## config.mk

```make
export PLATFORM = sky130hd
export DESIGN_NAME = pbs_sequencer
export DESIGN_NICKNAME = d
export VERILOG_FILES = /design/src/hdl/pbs_pkg.sv /design/src/hdl/pbs_indicator.sv /design/src/hdl/pbs_sequencer.sv
export SDC_FILE = /design/constraint.sdc
export NUM_CORES = 1
export LEC_CHECK = 0
export CAP_MARGIN = 40
export CORE_ASPECT_RATIO = 1.1
export CORE_UTILIZATION = 31
export DETAILED_ROUTE_END_ITERATION = 16
export DONT_BUFFER_PORTS = 1
export GPL_TIMING_DRIVEN = 0
export PLACE_DENSITY = 0.55
export SLEW_MARGIN = 20
export SYNTH_ARGS = -nofsm -noshare
export SYNTH_HDL_FRONTEND = slang
export SYNTH_SLANG_ARGS = --single-unit
```

## constraint.sdc

```tcl
create_clock -name core_clk_in -period 4.05 [get_ports core_clk_in]
set_input_delay 0.405 -clock core_clk_in [delete_from_list [all_inputs] [get_ports core_clk_in]]
set_output_delay 0.405 -clock core_clk_in [all_outputs]
set_load 0.05 [all_outputs]
```

## src/hdl/pbs_pkg.sv

```systemverilog
// Constants, types and carriers for the push-button message sequencer.
// Assumes one 200 MHz clock and a message engine that plays, records and erases.
// How it works
// Record press, no cue 1: LED on
// Record press, cue 1: cue, then LED on
// Record end: LED off, or cue 2 first
// Record press ignored during other operations
// Play pulse plays; second pulse stops it
// Held play loops with forward after each
// Play release finishes current message only
// Loop blinks once, twice after last message
// Loop plays cue 1, cue 2 after last
// Play press ignored during other operations
// Idle forward advances, one flash, cue 1
// Idle forward at last wraps, two flashes
// Forward while playing advances, then plays on
// Forward on last message wraps, then plays
// Forward ignored while erasing or recording
// Erase first or last: erase, two flashes
// Erase middle message: three flashes, keep pointer
// Erase during playback stops it first
// Erase held past threshold: global erase
// No cues: warning blinks, abandon before third
// Cues: cue 1 thrice, erase, then cue 4
// Erase ignored in record and forward
// No new command while indication runs
package pbs_pkg;

    localparam int MSG_W       = 8;
    localparam int CLK_MHZ     = 200;
    // Base time step of all indication timers
    localparam int TICK_US     = 1000;
    localparam int TICK_CYC    = TICK_US * CLK_MHZ;

    // Default blink periods, one full flash each, and the erase hold time
    localparam int BLINK1_MS   = 200;
    localparam int BLINK2_MS   = 250;
    localparam int BLINK3_MS   = 300;
    localparam int BLINK4_MS   = 350;
    localparam int T_CUE_MS    = 100;
    localparam int T_HOLD_MS   = 2500;

    localparam int LS1_TICKS   = BLINK1_MS * 1000 / TICK_US;
    localparam int LS2_TICKS   = BLINK2_MS * 1000 / TICK_US;
    localparam int LS3_TICKS   = BLINK3_MS * 1000 / TICK_US;
    localparam int LS4_TICKS   = BLINK4_MS * 1000 / TICK_US;
    localparam int CUE_TICKS   = T_CUE_MS * 1000 / TICK_US;
    localparam int HOLD_TICKS  = T_HOLD_MS * 1000 / TICK_US;

    localparam logic [3:0][15:0] LS_TICKS = {16'(LS4_TICKS), 16'(LS3_TICKS),
                                             16'(LS2_TICKS), 16'(LS1_TICKS)};

    // Cue index; flash count of an indication is index plus one
    localparam logic [1:0] CUE_1 = 2'h0;
    localparam logic [1:0] CUE_2 = 2'h1;
    localparam logic [1:0] CUE_3 = 2'h2;
    localparam logic [1:0] CUE_4 = 2'h3;

    // Button bit positions
    localparam int B_REC   = 0;
    localparam int B_PLAY  = 1;
    localparam int B_ADV   = 2;
    localparam int B_ERASE = 3;

    localparam int WARN_LAST = 2;

    typedef enum logic [2:0] {
        ST_IDLE,
        ST_REC,
        ST_PLAY,
        ST_IND,
        ST_GE_HOLD,
        ST_GE_WARN
    } pbs_state_t;

    typedef struct packed {
        logic       msg_end;
        logic       mem_full;
        logic       cue_done;
        logic [3:0] cue_prog;
    } pbs_stat_t;

    typedef struct packed {
        logic             play_start;
        logic             play_stop;
        logic             rec_active;
        logic             erase_msg;
        logic             erase_all;
        logic             cue_start;
        logic [1:0]       cue_sel;
        logic [MSG_W-1:0] msg_sel;
    } pbs_cmd_t;

endpackage

```

## src/hdl/pbs_indicator.sv

```systemverilog
// LED indication engine: n flashes at a default period, or blinking for a cue.
// Assumes tick_in is a one-cycle pulse every timer step from the same clock.
`timescale 1ns/1ps
module pbs_indicator (
    // Clock and reset
    input  logic       core_clk_in,
    input  logic       rst_n_in,
    // Control
    input  logic       tick_in,
    input  logic       start_in,
    input  logic [1:0] sel_in,
    input  logic       cue_mode_in,
    input  logic       cue_done_in,
    input  logic       cont_in,
    // Status
    output logic       led_out,
    output logic       busy_out,
    output logic       done_out
);
    import pbs_pkg::*;

    logic        busy_reg, busy_next;
    logic        cue_reg, cue_next;
    logic [1:0]  sel_reg, sel_next;
    logic [3:0]  phase_reg, phase_next;
    logic [15:0] cnt_reg, cnt_next;
    logic        led_reg, led_next;
    logic        done_reg, done_next;
    logic [15:0] half;

    always_comb begin
        busy_next  = busy_reg;
        cue_next   = cue_reg;
        sel_next   = sel_reg;
        phase_next = phase_reg;
        cnt_next   = cnt_reg;
        led_next   = led_reg;
        done_next  = 1'b0;
        half       = cue_reg ? 16'(CUE_TICKS / 2) : (LS_TICKS[sel_reg] >> 1);
        if (!busy_reg) begin
            half = 16'(LS1_TICKS / 2);
        end
        if (start_in) begin
            busy_next  = 1'b1;
            cue_next   = cue_mode_in;
            sel_next   = sel_in;
            phase_next = {1'b0, sel_in, 1'b1};
            cnt_next   = '0;
            led_next   = 1'b1;
        end else if (busy_reg && cue_reg && cue_done_in) begin
            // A cue sets the length; the flash count is not checked in cue mode
            busy_next = 1'b0;
            led_next  = 1'b0;
            done_next = 1'b1;
        end else if (tick_in && (busy_reg || cont_in)) begin
            if (cnt_reg >= half - 16'h1) begin
                cnt_next = '0;
                if (busy_reg && !cue_reg && phase_reg == 4'h0) begin
                    busy_next = 1'b0;
                    led_next  = 1'b0;
                    done_next = 1'b1;
                end else begin
                    phase_next = phase_reg - 4'h1;
                    led_next   = ~led_reg;
                end
            end else begin
                cnt_next = cnt_reg + 16'h1;
            end
        end else if (!busy_reg && !cont_in) begin
            led_next = 1'b0;
            cnt_next = '0;
        end
    end

    always_ff @(posedge core_clk_in or negedge rst_n_in) begin
        if (!rst_n_in) begin
            busy_reg  <= 1'b0;
            cue_reg   <= 1'b0;
            sel_reg   <= CUE_1;
            phase_reg <= '0;
            cnt_reg   <= '0;
            led_reg   <= 1'b0;
            done_reg  <= 1'b0;
        end else begin
            busy_reg  <= busy_next;
            cue_reg   <= cue_next;
            sel_reg   <= sel_next;
            phase_reg <= phase_next;
            cnt_reg   <= cnt_next;
            led_reg   <= led_next;
            done_reg  <= done_next;
        end
    end

    assign led_out  = led_reg;
    assign busy_out = busy_reg;
    assign done_out = done_reg;
endmodule

```

## src/hdl/pbs_sequencer.sv

```systemverilog
// Push-button message sequencer: buttons in, LED and message-engine commands out.
// Assumes debounced active-low button pins and an engine that reports message end,
// memory full and cue completion on this clock.
`timescale 1ns/1ps
module pbs_sequencer #(
    parameter int TICK_CYC = pbs_pkg::TICK_CYC
) (
    // Clock and reset
    input  logic              core_clk_in,
    input  logic              rst_n_in,
    // Buttons, active low, asynchronous
    input  logic              record_button_n_in,
    input  logic              play_button_n_in,
    input  logic              advance_button_n_in,
    input  logic              erase_button_n_in,
    // Message engine
    input  pbs_pkg::pbs_stat_t stat_in,
    output pbs_pkg::pbs_cmd_t  cmd_out,
    // Status
    output logic [pbs_pkg::MSG_W-1:0] play_ptr_out,
    output logic              led_out
);
    import pbs_pkg::*;

    logic [3:0]       btn_pin, s1_reg, s2_reg, prev_reg;
    logic [3:0]       held, press;
    logic [17:0]      tick_cnt_reg, tick_cnt_next;
    logic             tick;
    logic [11:0]      hold_reg, hold_next;
    logic             hold_done;
    pbs_state_t       st_reg, st_next, after_reg, after_next;
    logic [MSG_W-1:0] ptr_reg, ptr_next, cnt_reg, cnt_next;
    logic [1:0]       warn_reg, warn_next;
    logic             rec_reg, rec_next;
    logic             led_reg, led_next;
    pbs_cmd_t         cmd_reg, cmd_next;
    logic             ind_start, ind_led, ind_busy, ind_done, ind_cont;
    logic [1:0]       ind_sel;
    logic             adv_go, erase_go, at_first, at_last;

    assign btn_pin = {erase_button_n_in, advance_button_n_in,
                      play_button_n_in, record_button_n_in};

    genvar i;
    generate
        for (i = 0; i < 4; i++) begin : g_sync
            always_ff @(posedge core_clk_in or negedge rst_n_in) begin
                if (!rst_n_in) begin
                    s1_reg[i]   <= 1'b1;
                    s2_reg[i]   <= 1'b1;
                    prev_reg[i] <= 1'b1;
                end else begin
                    s1_reg[i]   <= btn_pin[i];
                    s2_reg[i]   <= s1_reg[i];
                    prev_reg[i] <= s2_reg[i];
                end
            end
            assign held[i]  = ~s2_reg[i];
            assign press[i] = prev_reg[i] & ~s2_reg[i];
        end
    endgenerate

    // Timer step divider and erase hold timer
    always_comb begin
        tick          = (tick_cnt_reg == 18'(TICK_CYC - 1));
        tick_cnt_next = tick ? '0 : tick_cnt_reg + 18'h1;
        hold_done     = (hold_reg == 12'(HOLD_TICKS));
        hold_next     = hold_reg;
        if (!held[B_ERASE]) begin
            hold_next = '0;
        end else if (tick && !hold_done) begin
            hold_next = hold_reg + 12'h1;
        end
    end

    always_ff @(posedge core_clk_in or negedge rst_n_in) begin
        if (!rst_n_in) begin
            tick_cnt_reg <= '0;
            hold_reg     <= '0;
        end else begin
            tick_cnt_reg <= tick_cnt_next;
            hold_reg     <= hold_next;
        end
    end

    assign at_first = (ptr_reg == '0);
    assign at_last  = (cnt_reg == '0) || (ptr_reg == cnt_reg - 8'h1);

    always_comb begin
        st_next    = st_reg;
        after_next = after_reg;
        ptr_next   = ptr_reg;
        cnt_next   = cnt_reg;
        warn_next  = warn_reg;
        rec_next   = rec_reg;
        cmd_next   = '0;
        ind_start  = 1'b0;
        ind_sel    = CUE_1;
        adv_go     = 1'b0;
        erase_go   = 1'b0;
        unique case (st_reg)
            ST_IDLE: begin
                // The indication must finish before anything is taken (see)
                if (!ind_busy) begin
                    if (press[B_REC]) begin
                        if (stat_in.cue_prog[CUE_1]) begin
                            ind_start  = 1'b1;
                            after_next = ST_REC;
                            st_next    = ST_IND;
                        end else begin
                            rec_next = 1'b1;
                            st_next  = ST_REC;
                        end
                    end else if (press[B_PLAY] && cnt_reg != '0) begin
                        cmd_next.play_start = 1'b1;
                        st_next             = ST_PLAY;
                    end else if (press[B_ADV]) begin
                        adv_go     = 1'b1; // see
                        after_next = ST_IDLE;
                        st_next    = ST_IND;
                    end else if (press[B_ERASE]) begin
                        erase_go   = 1'b1; // see
                        after_next = ST_GE_HOLD;
                        st_next    = ST_IND;
                    end
                end
            end
            ST_REC: begin
                // Other buttons are not looked at here (see see see)
                if (!held[B_REC] || stat_in.mem_full) begin
                    rec_next = 1'b0;
                    cnt_next = cnt_reg + 8'h1;
                    ptr_next = cnt_reg;
                    st_next  = ST_IDLE;
                    if (stat_in.cue_prog[CUE_2]) begin
                        ind_start  = 1'b1;
                        ind_sel    = CUE_2;
                        after_next = ST_IDLE;
                        st_next    = ST_IND;
                    end
                end
            end
            ST_PLAY: begin
                // A record press is dropped while playing (see)
                if (press[B_ERASE]) begin
                    cmd_next.play_stop = 1'b1;
                    erase_go           = 1'b1; // see
                    after_next         = ST_GE_HOLD;
                    st_next            = ST_IND;
                end else if (press[B_ADV]) begin
                    cmd_next.play_stop = 1'b1; // see
                    adv_go             = 1'b1;
                    after_next         = ST_PLAY;
                    st_next            = ST_IND;
                end else if (press[B_PLAY]) begin
                    cmd_next.play_stop = 1'b1;
                    st_next            = ST_IDLE;
                end else if (stat_in.msg_end) begin
                    if (held[B_PLAY]) begin
                        adv_go     = 1'b1; // see see
                        after_next = ST_PLAY;
                        st_next    = ST_IND;
                    end else begin
                        st_next = ST_IDLE;
                    end
                end
            end
            ST_IND: begin
                // Buttons are ignored until the flashes end (see)
                if (ind_done) begin
                    st_next = after_reg;
                    if (after_reg == ST_REC) begin
                        rec_next = 1'b1;
                    end
                    if (after_reg == ST_PLAY) begin
                        cmd_next.play_start = 1'b1;
                    end
                end
            end
            ST_GE_HOLD: begin
                if (!held[B_ERASE]) begin
                    st_next = ST_IDLE;
                end else if (hold_done) begin
                    warn_next = '0;
                    ind_start = 1'b1;
                    st_next   = ST_GE_WARN;
                end
            end
            ST_GE_WARN: begin
                // Release during the warning drops the global erase
                if (!held[B_ERASE]) begin
                    st_next = ST_IDLE; // see
                end else if (ind_done) begin
                    if (warn_reg == 2'(WARN_LAST)) begin
                        cmd_next.erase_all = 1'b1;
                        cnt_next           = '0;
                        ptr_next           = '0;
                        ind_start          = 1'b1;
                        ind_sel            = CUE_4;
                        after_next         = ST_IDLE;
                        st_next            = ST_IND;
                    end else begin
                        warn_next = warn_reg + 2'h1;
                        ind_start = 1'b1;
                    end
                end
            end
        endcase
        if (adv_go) begin
            ind_start = 1'b1;
            if (at_last) begin
                ptr_next = '0; // see
                ind_sel  = CUE_2;
            end else begin
                ptr_next = ptr_reg + 8'h1; // see
                ind_sel  = CUE_1;
            end
        end
        if (erase_go) begin
            ind_start = 1'b1;
            if (cnt_reg != '0 && (at_first || at_last)) begin
                cmd_next.erase_msg = 1'b1;
                cnt_next           = cnt_reg - 8'h1;
                ptr_next           = at_first ? '0 : ptr_reg - 8'h1;
                ind_sel            = CUE_2;
            end else begin
                ind_sel = CUE_3;
            end
        end
        cmd_next.rec_active = rec_next;
        cmd_next.cue_start  = ind_start && stat_in.cue_prog[ind_sel];
        cmd_next.cue_sel    = ind_start ? ind_sel : cmd_reg.cue_sel;
        // The erase command names the message before the pointer moves
        cmd_next.msg_sel    = erase_go ? ptr_reg : ptr_next;
        led_next            = rec_reg | ind_led;
    end

    always_ff @(posedge core_clk_in or negedge rst_n_in) begin
        if (!rst_n_in) begin
            st_reg    <= ST_IDLE;
            after_reg <= ST_IDLE;
            ptr_reg   <= '0;
            cnt_reg   <= '0;
            warn_reg  <= '0;
            rec_reg   <= 1'b0;
            led_reg   <= 1'b0;
            cmd_reg   <= '0;
        end else begin
            st_reg    <= st_next;
            after_reg <= after_next;
            ptr_reg   <= ptr_next;
            cnt_reg   <= cnt_next;
            warn_reg  <= warn_next;
            rec_reg   <= rec_next;
            led_reg   <= led_next;
            cmd_reg   <= cmd_next;
        end
    end

    assign ind_cont = (st_reg == ST_PLAY);

    pbs_indicator u_ind (
        .core_clk_in (core_clk_in),
        .rst_n_in    (rst_n_in),
        .tick_in     (tick),
        .start_in    (ind_start),
        .sel_in      (ind_sel),
        .cue_mode_in (stat_in.cue_prog[ind_sel]),
        .cue_done_in (stat_in.cue_done),
        .cont_in     (ind_cont),
        .led_out     (ind_led),
        .busy_out    (ind_busy),
        .done_out    (ind_done)
    );

    assign cmd_out      = cmd_reg;
    assign play_ptr_out = ptr_reg;
    assign led_out      = led_reg;
endmodule

```

==> flow_summary.ini, run 1 <==
[floorplan]
rows = 54
dieArea_um2 = 21300
fp.dieW_um = 139
io_pins = 38
initial_utilization_pct = 32.1
dieHeight_um = 153
core-area_um2 = 20100

[power]
internal_power_uw = 2510
p_seq_share_pct = 39.2
p_sw_uw = 2060
power.density_nw_per_um2 = 640
p_leak_uw = 0.00313
power_frac_clock_pct = 21.5
swShare_pct = 45.1
combPwrFrac_pct = 39.4
peakVddDrop_mv = 0.397

[yosys]
synth_area_leaders = dfrtp_1, ha_1, dfstp_2
avgSynthCellArea_um2 = 8.97
ys_warn_count = 0
syn_area_um2 = 6440
synth_cells = 718
synth_area_leader_cell = dfrtp_1
synthFlopType = dfrtp_1
synth.distinct_cells = 75
synth-seq-cells = 107
synth_top_cell_area_share_pct = 36.9
synth-edff-count = 0
async_flop_share_pct = 100
synth.yosys.seq_area_share_pct = 41.8

[sta]
drv_slew = 0
setup_viol = 0
slew_headroom_pct = 47.2
tightest_slew_ns = 0.790
rsz0062_at_grt = false
fmax_mhz = 288
holdWs_ns = -0.00282
finalCritPeriodShare_pct = 85.8
hold_viol_final = 4
finalClockSkew_ns = 0.00999
fin_crit_ns = 3.48
fin_setup_tns_ns = 0

[placed_design]
hpwl_um = 11300
gp_congestion = 0.813
placed_area_um2 = 6790
portBuffers = 0

[clock_network]
path_clk_slew_ns = 0.07
cts_root_buf = clkbuf_16
clock_path_buffers = 2
numCtsBuffers = 9
clock-sinks = 107
htreeDepth = 3
clkLatencyLatePin_ns = 0.37
cts_tree = done

[layout]
syn_to_final_growth_pct = 11.0
design_area_um2 = 7140
final_common_cell = dfrtp_1
fill_cells = 2056
mostFrequentLayoutCells = dfrtp_1, nor2_1, nand2_1
drive_gt1_share_pct = 8.20
diodes = 0
layout.nets = 784
largest_reg_flops = 18

[global_routing]
grt_max_degree = 108
antenna_found_initial = 0
grt_pass1_vias = 4986
overflow = 0
grt_pass1_wl_um = 26200
grt_usage_pct = 15.4

[drt]
drt-pass1-iter-count = 5
vias_per_cell = 5.24
drt-initial-drc-count = 284
routedWlPerCell_um = 15.8
vias = 5221
remaining_drc_errors = 0
ant_nets = 0
drt-total-wl_um = 15700

[worst_setup_path]
cp-end-kind = register
arrival_ns = 3.74
crit_type = register to register
reg2reg_setup_slack_ns = 0.57
critPathLaunchType = register
required_ns = 4.31
worstPathMaxFanout = 7

[run_status]
status = finished with violations
violations = hold timing

[hold_path]
hp-class = primary input to async pin

[job]
max_cap_viol_count = 0
cell type report:
type	instances	area, µm²	area share (%)
Inverter	31	116	1.63
Clock buffer	9	225	3.15
Timing Repair Buffer	4	42.5	0.596
Clock inverter	7	100	1.40
Tap cell	252	315	4.41
Multi-Input combinational cell	557	3530	49.4
Sequential cell	107	2690	37.7
Buffer	29	124	1.73
synthesized netlist by cell type (all sizes together), types with 4 or more instances:
master  number
xor2        25
xnor2       25
o22ai       10
nor2        76
and2         6
a22oi        4
nand2       70
nor4         4
a21oi       48
o31ai       10
a211oi       5
o21ai       39
nor2b        7
buf         13
nor3        19
dfrtp       95
nand3       33
dfstp       12
ha          32
and4         4
a21o        13
mux2i        5
nand4        8
clkbuf      16
nand3b       6
nand2b      11
a31oi        4
inv         30
and3        22
or3         14
o211ai       4
worst max-delay path: stages (launching register included):
cell and delay [ns]:
dfrtp_1 0.47, inv_1 0.16, nor2_1 0.34, nand2_1 0.14
ha_1 0.27, xnor2_1 0.18, ha_1 0.25, o21ai_0 0.14
a21oi_1 0.07, o41a_1 0.36, nor4_2 0.43, nand2_1 0.28
o31ai_1 0.29
timing repair:
action / in CTS / in global routing
resized for setup: 0 / 0
endpoints found under the hold margin: 107 / 0
buffers inserted: 0 / 0
endpoints found under the setup margin: 0 / 0
hold buffers: 1 / 0
cell families after synthesis:
group	Yosys count	synth area share, %
xor gates and xnor gates	50	6.80
muxes	5	0.777
buffers and inverters	60	3.73
and+or+nand+nor	298	23.8
DFF	107	41.8
other	2	0.117
AOI/OAI and AO/OA	164	16.7
adders and majority gates	32	6.22
power groups by stage:
stage          Clock (µW)  Sequential, µW  Combinational [µW]
2_1_floorplan           0            1750                1380
3_3_place_gp            0            1820                1730
3_5_place_dp            0            1820                1760
4_1_cts              1020            1800                1800
5_1_grt              1060            1820                2020
6_report              980            1790                1800
stage by stage:
step                      setup slack, ns  cells  utilization, %  hold WS, ns  power [µW]
after floorplan                      1.03    724               -        0.109        3120
after global placement              0.552    976            33.8        0.118        3550
after detailed placement            0.599    979            33.8        0.118        3580
after CTS                           0.555    996            35.6       0.0117        4610
after global routing                0.215    996            35.6       0.0107        4900
final                               0.573    996            35.6     -0.00282        4570
layer usage:
| layer | wire length (µm) | GRT usage (%) |
|---|---|---|
| met5 | 0 | 0 |
| met3 | 619 | 3.20 |
| met4 | 369 | 6.83 |
| met2 | 7370 | 25.0 |
| met1 | 7360 | 19.9 |
path summary, 6_finish.rpt:
check | cells after the start | endpoint | start
max | 12 | u_ind.cnt_reg[4] | u_ind.busy_out
max reg2reg | 12 | u_ind.cnt_reg[4] | u_ind.busy_out
min in group core_clk_in | 0 | s1_reg[2] | advance_button_n_in
min reg2reg | 0 | s2_reg[0] | s1_reg[0]
max in group asynchronous | 1 | prev_reg[0] | rst_n_in
min | 1 | u_ind.cnt_reg[15] | rst_n_in
No activity file was read; power rests on OpenSTA's default activity.
==> run 2: changes to the inputs <==
--- a/config.mk
+++ b/config.mk
@@ -7,11 +7,13 @@
 export LEC_CHECK = 0
 export CAP_MARGIN = 40
 export CORE_ASPECT_RATIO = 1.1
-export CORE_UTILIZATION = 31
+export CORE_UTILIZATION = 49
 export DETAILED_ROUTE_END_ITERATION = 16
 export DONT_BUFFER_PORTS = 1
 export GPL_TIMING_DRIVEN = 0
-export PLACE_DENSITY = 0.55
+export PLACE_DENSITY = 0.74
+export REMOVE_ABC_BUFFERS = 1
+export SKIP_CTS_REPAIR_TIMING = 1
 export SLEW_MARGIN = 20
 export SYNTH_ARGS = -nofsm -noshare
 export SYNTH_HDL_FRONTEND = slang
==> run 2 against run 1 <==
Against the previous run: the flow finishes with violations (DRC, hold timing); fmax is 6.7% lower; sequential power up 12%; count of clock-buffer cells in the layout increased by 1; final area is 3.2% lower; global-route usage rose by 7.0 points; non-clock buffer count fell by 28; clock power decreased by 6.5%; worst hold slack got worse by 0.031 ns; largest power group is now sequential cells; highest routed layer unchanged.
==> flow_summary.ini, run 2 (same netlist as run 1, synthesis figures left out) <==
[layout]
diodes = 0
final_common_cell = dfrtp_1
syn_to_final_growth_pct = 7.41
stdcell_count = 873
largest_reg_flops = 18
layout.nets = 756
drive_gt1_share_pct = 7.40
finish.utilization_pct = 54.5
mostFrequentLayoutCells = dfrtp_1, nor2_1, nand2_1

[sta]
fin_crit_ns = 3.73
slew_headroom_pct = 42.4
rsz0062_at_grt = false
finalClockSkew_ns = 0.00707
tightest_slew_ns = 0.864
setup_viol = 0
timing.final.ws_setup_ns = 0.323
drv_slew = 0
holdWs_ns = -0.0335
finalCritPeriodShare_pct = 92.0
fmax_mhz = 268
hold_viol_final = 16
fin_setup_tns_ns = 0

[drt]
drt-pass1-iter-count = 11
vias_per_cell = 6.01
drt-initial-drc-count = 265
vias = 5248
ant_nets = 0
remaining_drc_errors = 2
routedWlPerCell_um = 16.6
drt-total-wl_um = 14500

[placed_design]
place_inst = 853
gp_congestion = 0.888
portBuffers = 0
hpwl_um = 10400
dp_slack_ns = 0.363

[power]
internal_power_uw = 2420
power.density_nw_per_um2 = 639
p_sw_uw = 2000
peakVddDrop_mv = 0.476
power_frac_clock_pct = 20.7
combPwrFrac_pct = 34.1
swShare_pct = 45.2
p_leak_uw = 0.00307
p_seq_share_pct = 45.2
power_uw = 4420

[floorplan]
core-area_um2 = 12700
rows = 43
dieArea_um2 = 13600
io_pins = 38
fp.dieW_um = 111
initial_utilization_pct = 50.7
dieHeight_um = 122

[global_routing]
antenna_found_initial = 0
grt_max_degree = 108
grt_pass1_vias = 5124
overflow = 0
grt_usage_pct = 22.4
grt_pass1_wl_um = 24400

[worst_setup_path]
r2r_end = cnt_reg[5]
required_ns = 4.33
reg2reg_setup_slack_ns = 0.32
crit_end = cnt_reg[5]
worstPathMaxFanout = 17
r2r_cells = 11
cp-end-kind = register
r2r-start = cnt_reg[0]
startpoint = cnt_reg[0]
critPathLaunchType = register
arrival_ns = 4.01
crit_type = register to register

[job]
max_cap_viol_count = 0

[clock_network]
numCtsBuffers = 9
path_clk_slew_ns = 0.07
cts_root_buf = clkbuf_16
cts_tree = done
clkLatencyLatePin_ns = 0.36
htreeDepth = 3
clock-sinks = 107
clock_path_buffers = 2

[run_status]
violations = DRC, hold timing
status = finished with violations

[hold_path]
hp-class = primary input to async pin
## run 2: changes by cell type in the layout (fill, tap and decap cells not counted), sizes merged
| cell | change |
|---|---|
| clkbuf | -15 |
| buf | -12 |
| bufinv | -1 |
## run 2: area by class of cell
class	count	area, µm²
Sequential cell	107	2690
Clock inverter	6	72.6
Clock buffer	10	239
Tap cell	157	196
Timing Repair Buffer	5	56.3
Inverter	31	116
Fill cell	1113	5780
Multi-Input combinational cell	557	3540
## run 2: per-layer routing
layer	wire (µm)	GRT usage (%)	part of all wire, %	vias to the layer above
met2	7100	38.1	49	127
met5	0	0	0	-
li1	-	-	-	2535
met1	6310	27.8	44	2564
met3	803	4.89	5.5	22
met4	249	9.46	1.7	0
## run 2: how the worst min path moves through the flow
stage	endpoint	slack, ns	cells after the start	startpoint
2_1_floorplan	after_reg[0]	0.11	0	rst_n_in
4_1_cts	hold_reg[6]	-0.27	0	rst_n_in
3_3_place_gp	hold_reg[10]	0.12	0	rst_n_in
5_1_grt	hold_reg[6]	0.03	1	rst_n_in
6_report	hold_reg[10]	-0.03	1	rst_n_in
3_5_place_dp	hold_reg[6]	0.12	0	rst_n_in
## run 2: power by group through the flow
stage	sequential (µW)	combinational, µW	clock, µW
after global routing	2040	1700	973
after global placement	2010	1390	0
after CTS	1990	1460	935
after floorplan	1890	1170	0
final	2000	1510	916
after detailed placement	2010	1450	0
## run 2: critical path: stages (launching register included)
cell	delay, ns
dfrtp_1	0.48
inv_1	0.12
ha_1	0.26
or4b_1	0.52
or3_1	0.38
o2111a_1	0.17
o211a_1	0.18
o21ai_2	0.63
inv_2	0.33
nor2_2	0.30
a22oi_1	0.11
a21oi_1	0.16
## run 2: metrics by stage
step / hold slack, ns / instance area (µm²)
final: -0.0335 / 6910
after global routing: 0.0271 / 6910
after CTS: -0.269 / 6870
after detailed placement: 0.115 / 6550
after global placement: 0.115 / 6530
after floorplan: 0.109 / 6340
==> run 3: changes to the inputs <==
--- a/config.mk
+++ b/config.mk
@@ -6,7 +6,7 @@
 export NUM_CORES = 1
 export LEC_CHECK = 0
 export CAP_MARGIN = 40
-export CORE_ASPECT_RATIO = 1.1
+export CORE_ASPECT_RATIO = 0.7
 export CORE_UTILIZATION = 49
 export DETAILED_ROUTE_END_ITERATION = 16
 export DONT_BUFFER_PORTS = 1
==> run 3 against run 2 <==
Against the previous run: critical path type unchanged; combinational power up 7%; the flow finishes with violations (hold timing); flip-flop and latch count unchanged; fmax down 1.4%; clock skew up 0.0017 ns; sequential power down 2%; final area up 0.36%; worst hold slack better by 0.028 ns; sequential share of layout area down 0.14 points; setup slack worse by 0.052 ns.
==> flow_summary.ini, run 3 (same netlist as run 1, synthesis figures left out) <==
[global_routing]
grt_max_degree = 108
gr-usage-met3_pct = 4.41
met2_usage_pct = 33.3
grt_usage_pct = 23.0
overflow = 0
grt-busiest-layer = met1
grt_pass1_vias = 4985
grt_pass1_wl_um = 25300
grtUsageMet1_pct = 35.2
antenna_found_initial = 0

[power]
p_leak_uw = 0.00308
power_frac_clock_pct = 19.7
p_seq_share_pct = 44.1
internal_power_uw = 2390
power.density_nw_per_um2 = 642
p_sw_uw = 2060
swShare_pct = 46.3
combPwrFrac_pct = 36.2
peakVddDrop_mv = 0.312

[clock_network]
cts_tree = done
clock_path_buffers = 2
numCtsBuffers = 9
path_clk_slew_ns = 0.07
htreeDepth = 3
cts_root_buf = clkbuf_16
clock-sinks = 107
clkLatencyLatePin_ns = 0.35

[sta]
fmax_mhz = 265
rsz0062_at_grt = false
slew_headroom_pct = 47.1
finalCritPeriodShare_pct = 93.3
tightest_slew_ns = 0.794
holdWs_ns = -0.00570
fin_setup_tns_ns = 0
finalClockSkew_ns = 0.00878
drv_slew = 0
hold_viol_final = 4
fin_crit_ns = 3.78
setup_viol = 0

[worst_setup_path]
required_ns = 4.33
crit_end = u_ind.cue_reg
startpoint = cnt_reg[0]
arrival_ns = 4.06
r2r-start = cnt_reg[0]
reg2reg_setup_slack_ns = 0.27
critPathLaunchType = register
r2r_end = u_ind.cue_reg
r2r_cells = 10
crit_type = register to register
worstPathMaxFanout = 16
cp-end-kind = register

[drt]
drt-initial-drc-count = 516
ant_nets = 0
vias = 5317
remaining_drc_errors = 0
vias_per_cell = 6.05
routedWlPerCell_um = 17.0
drt-pass1-iter-count = 13
drt-total-wl_um = 14900

[layout]
drive_gt1_share_pct = 7.53
final_common_cell = dfrtp_1
multi_input_area_um2 = 3540
syn_to_final_growth_pct = 7.79
layout.nets = 757
mostFrequentLayoutCells = dfrtp_1, nor2_1, nand2_1
fill_cells = 1085
regArea_um2 = 2690
largest_reg_flops = 18
diodes = 0

[hold_path]
hp-class = primary input to async pin

[floorplan]
dieArea_um2 = 13600
rows = 34
core-area_um2 = 12600
dieHeight_um = 97.9
fp.dieW_um = 139
io_pins = 38
initial_utilization_pct = 51.1

[run_status]
violations = hold timing
status = finished with violations

[job]
max_cap_viol_count = 0

[placed_design]
portBuffers = 0
gp_congestion = 0.889
hpwl_um = 10800
## run 3: power by group through the flow
stage                     logic, µW  clock network [µW]  registers, µW
after detailed placement       1470                   0           2020
after floorplan                1170                   0           1890
final                          1610                 877           1960
after global routing           1800                 948           1990
after CTS                      1480                 900           2000
after global placement         1400                   0           2010
## run 3: through the flow
step	util (%)	setup slack (ns)	power [µW]	cell area [µm²]	cells
after floorplan	-	0.997	3060	6340	695
after global placement	51.9	0.196	3410	6540	857
after detailed placement	52.1	0.378	3490	6570	859
after CTS	54.5	0.353	4380	6870	875
after global routing	55.1	0.0362	4750	6940	879
final	55.1	0.270	4450	6940	879
## run 3: layout make-up
cell class	count	share of cell area (%)
clock buffer	10	3.44
timing repair buffer	6	1.23
tap	162	2.92
inverter	31	1.68
clock inverter	6	0.902
multi-input combinational	557	51.0
sequential	107	38.8
## run 3: worst min path at each step
stage,start,to,slack [ns]
2_1_floorplan,rst_n_in,after_reg[0],0.11
3_3_place_gp,rst_n_in,u_ind.cnt_reg[12],0.11
3_5_place_dp,rst_n_in,u_ind.cnt_reg[11],0.11
4_1_cts,rst_n_in,after_reg[1],-0.26
5_1_grt,erase_button_n_in,s1_reg[3],0.02
6_report,rst_n_in,u_ind.cnt_reg[11],-0.006
## run 3: critical path, stage by stage (launching register included)
cell,delay (ns)
dfrtp_1,0.49
inv_1,0.13
ha_1,0.33
or4b_1,0.54
or3_1,0.37
o2111a_1,0.16
o211a_1,0.19
o21ai_2,0.59
nand3b_1,0.17
a311oi_1,0.60
a21o_1,0.15
## run 3: metal layers
metal	wire length (µm)	vias to the layer above	share of wire, %
li1	-	2537	-
met1	7160	2541	48
met2	6520	226	44
met3	1060	13	7.1
met4	164	0	1.1
met5	0	-	0
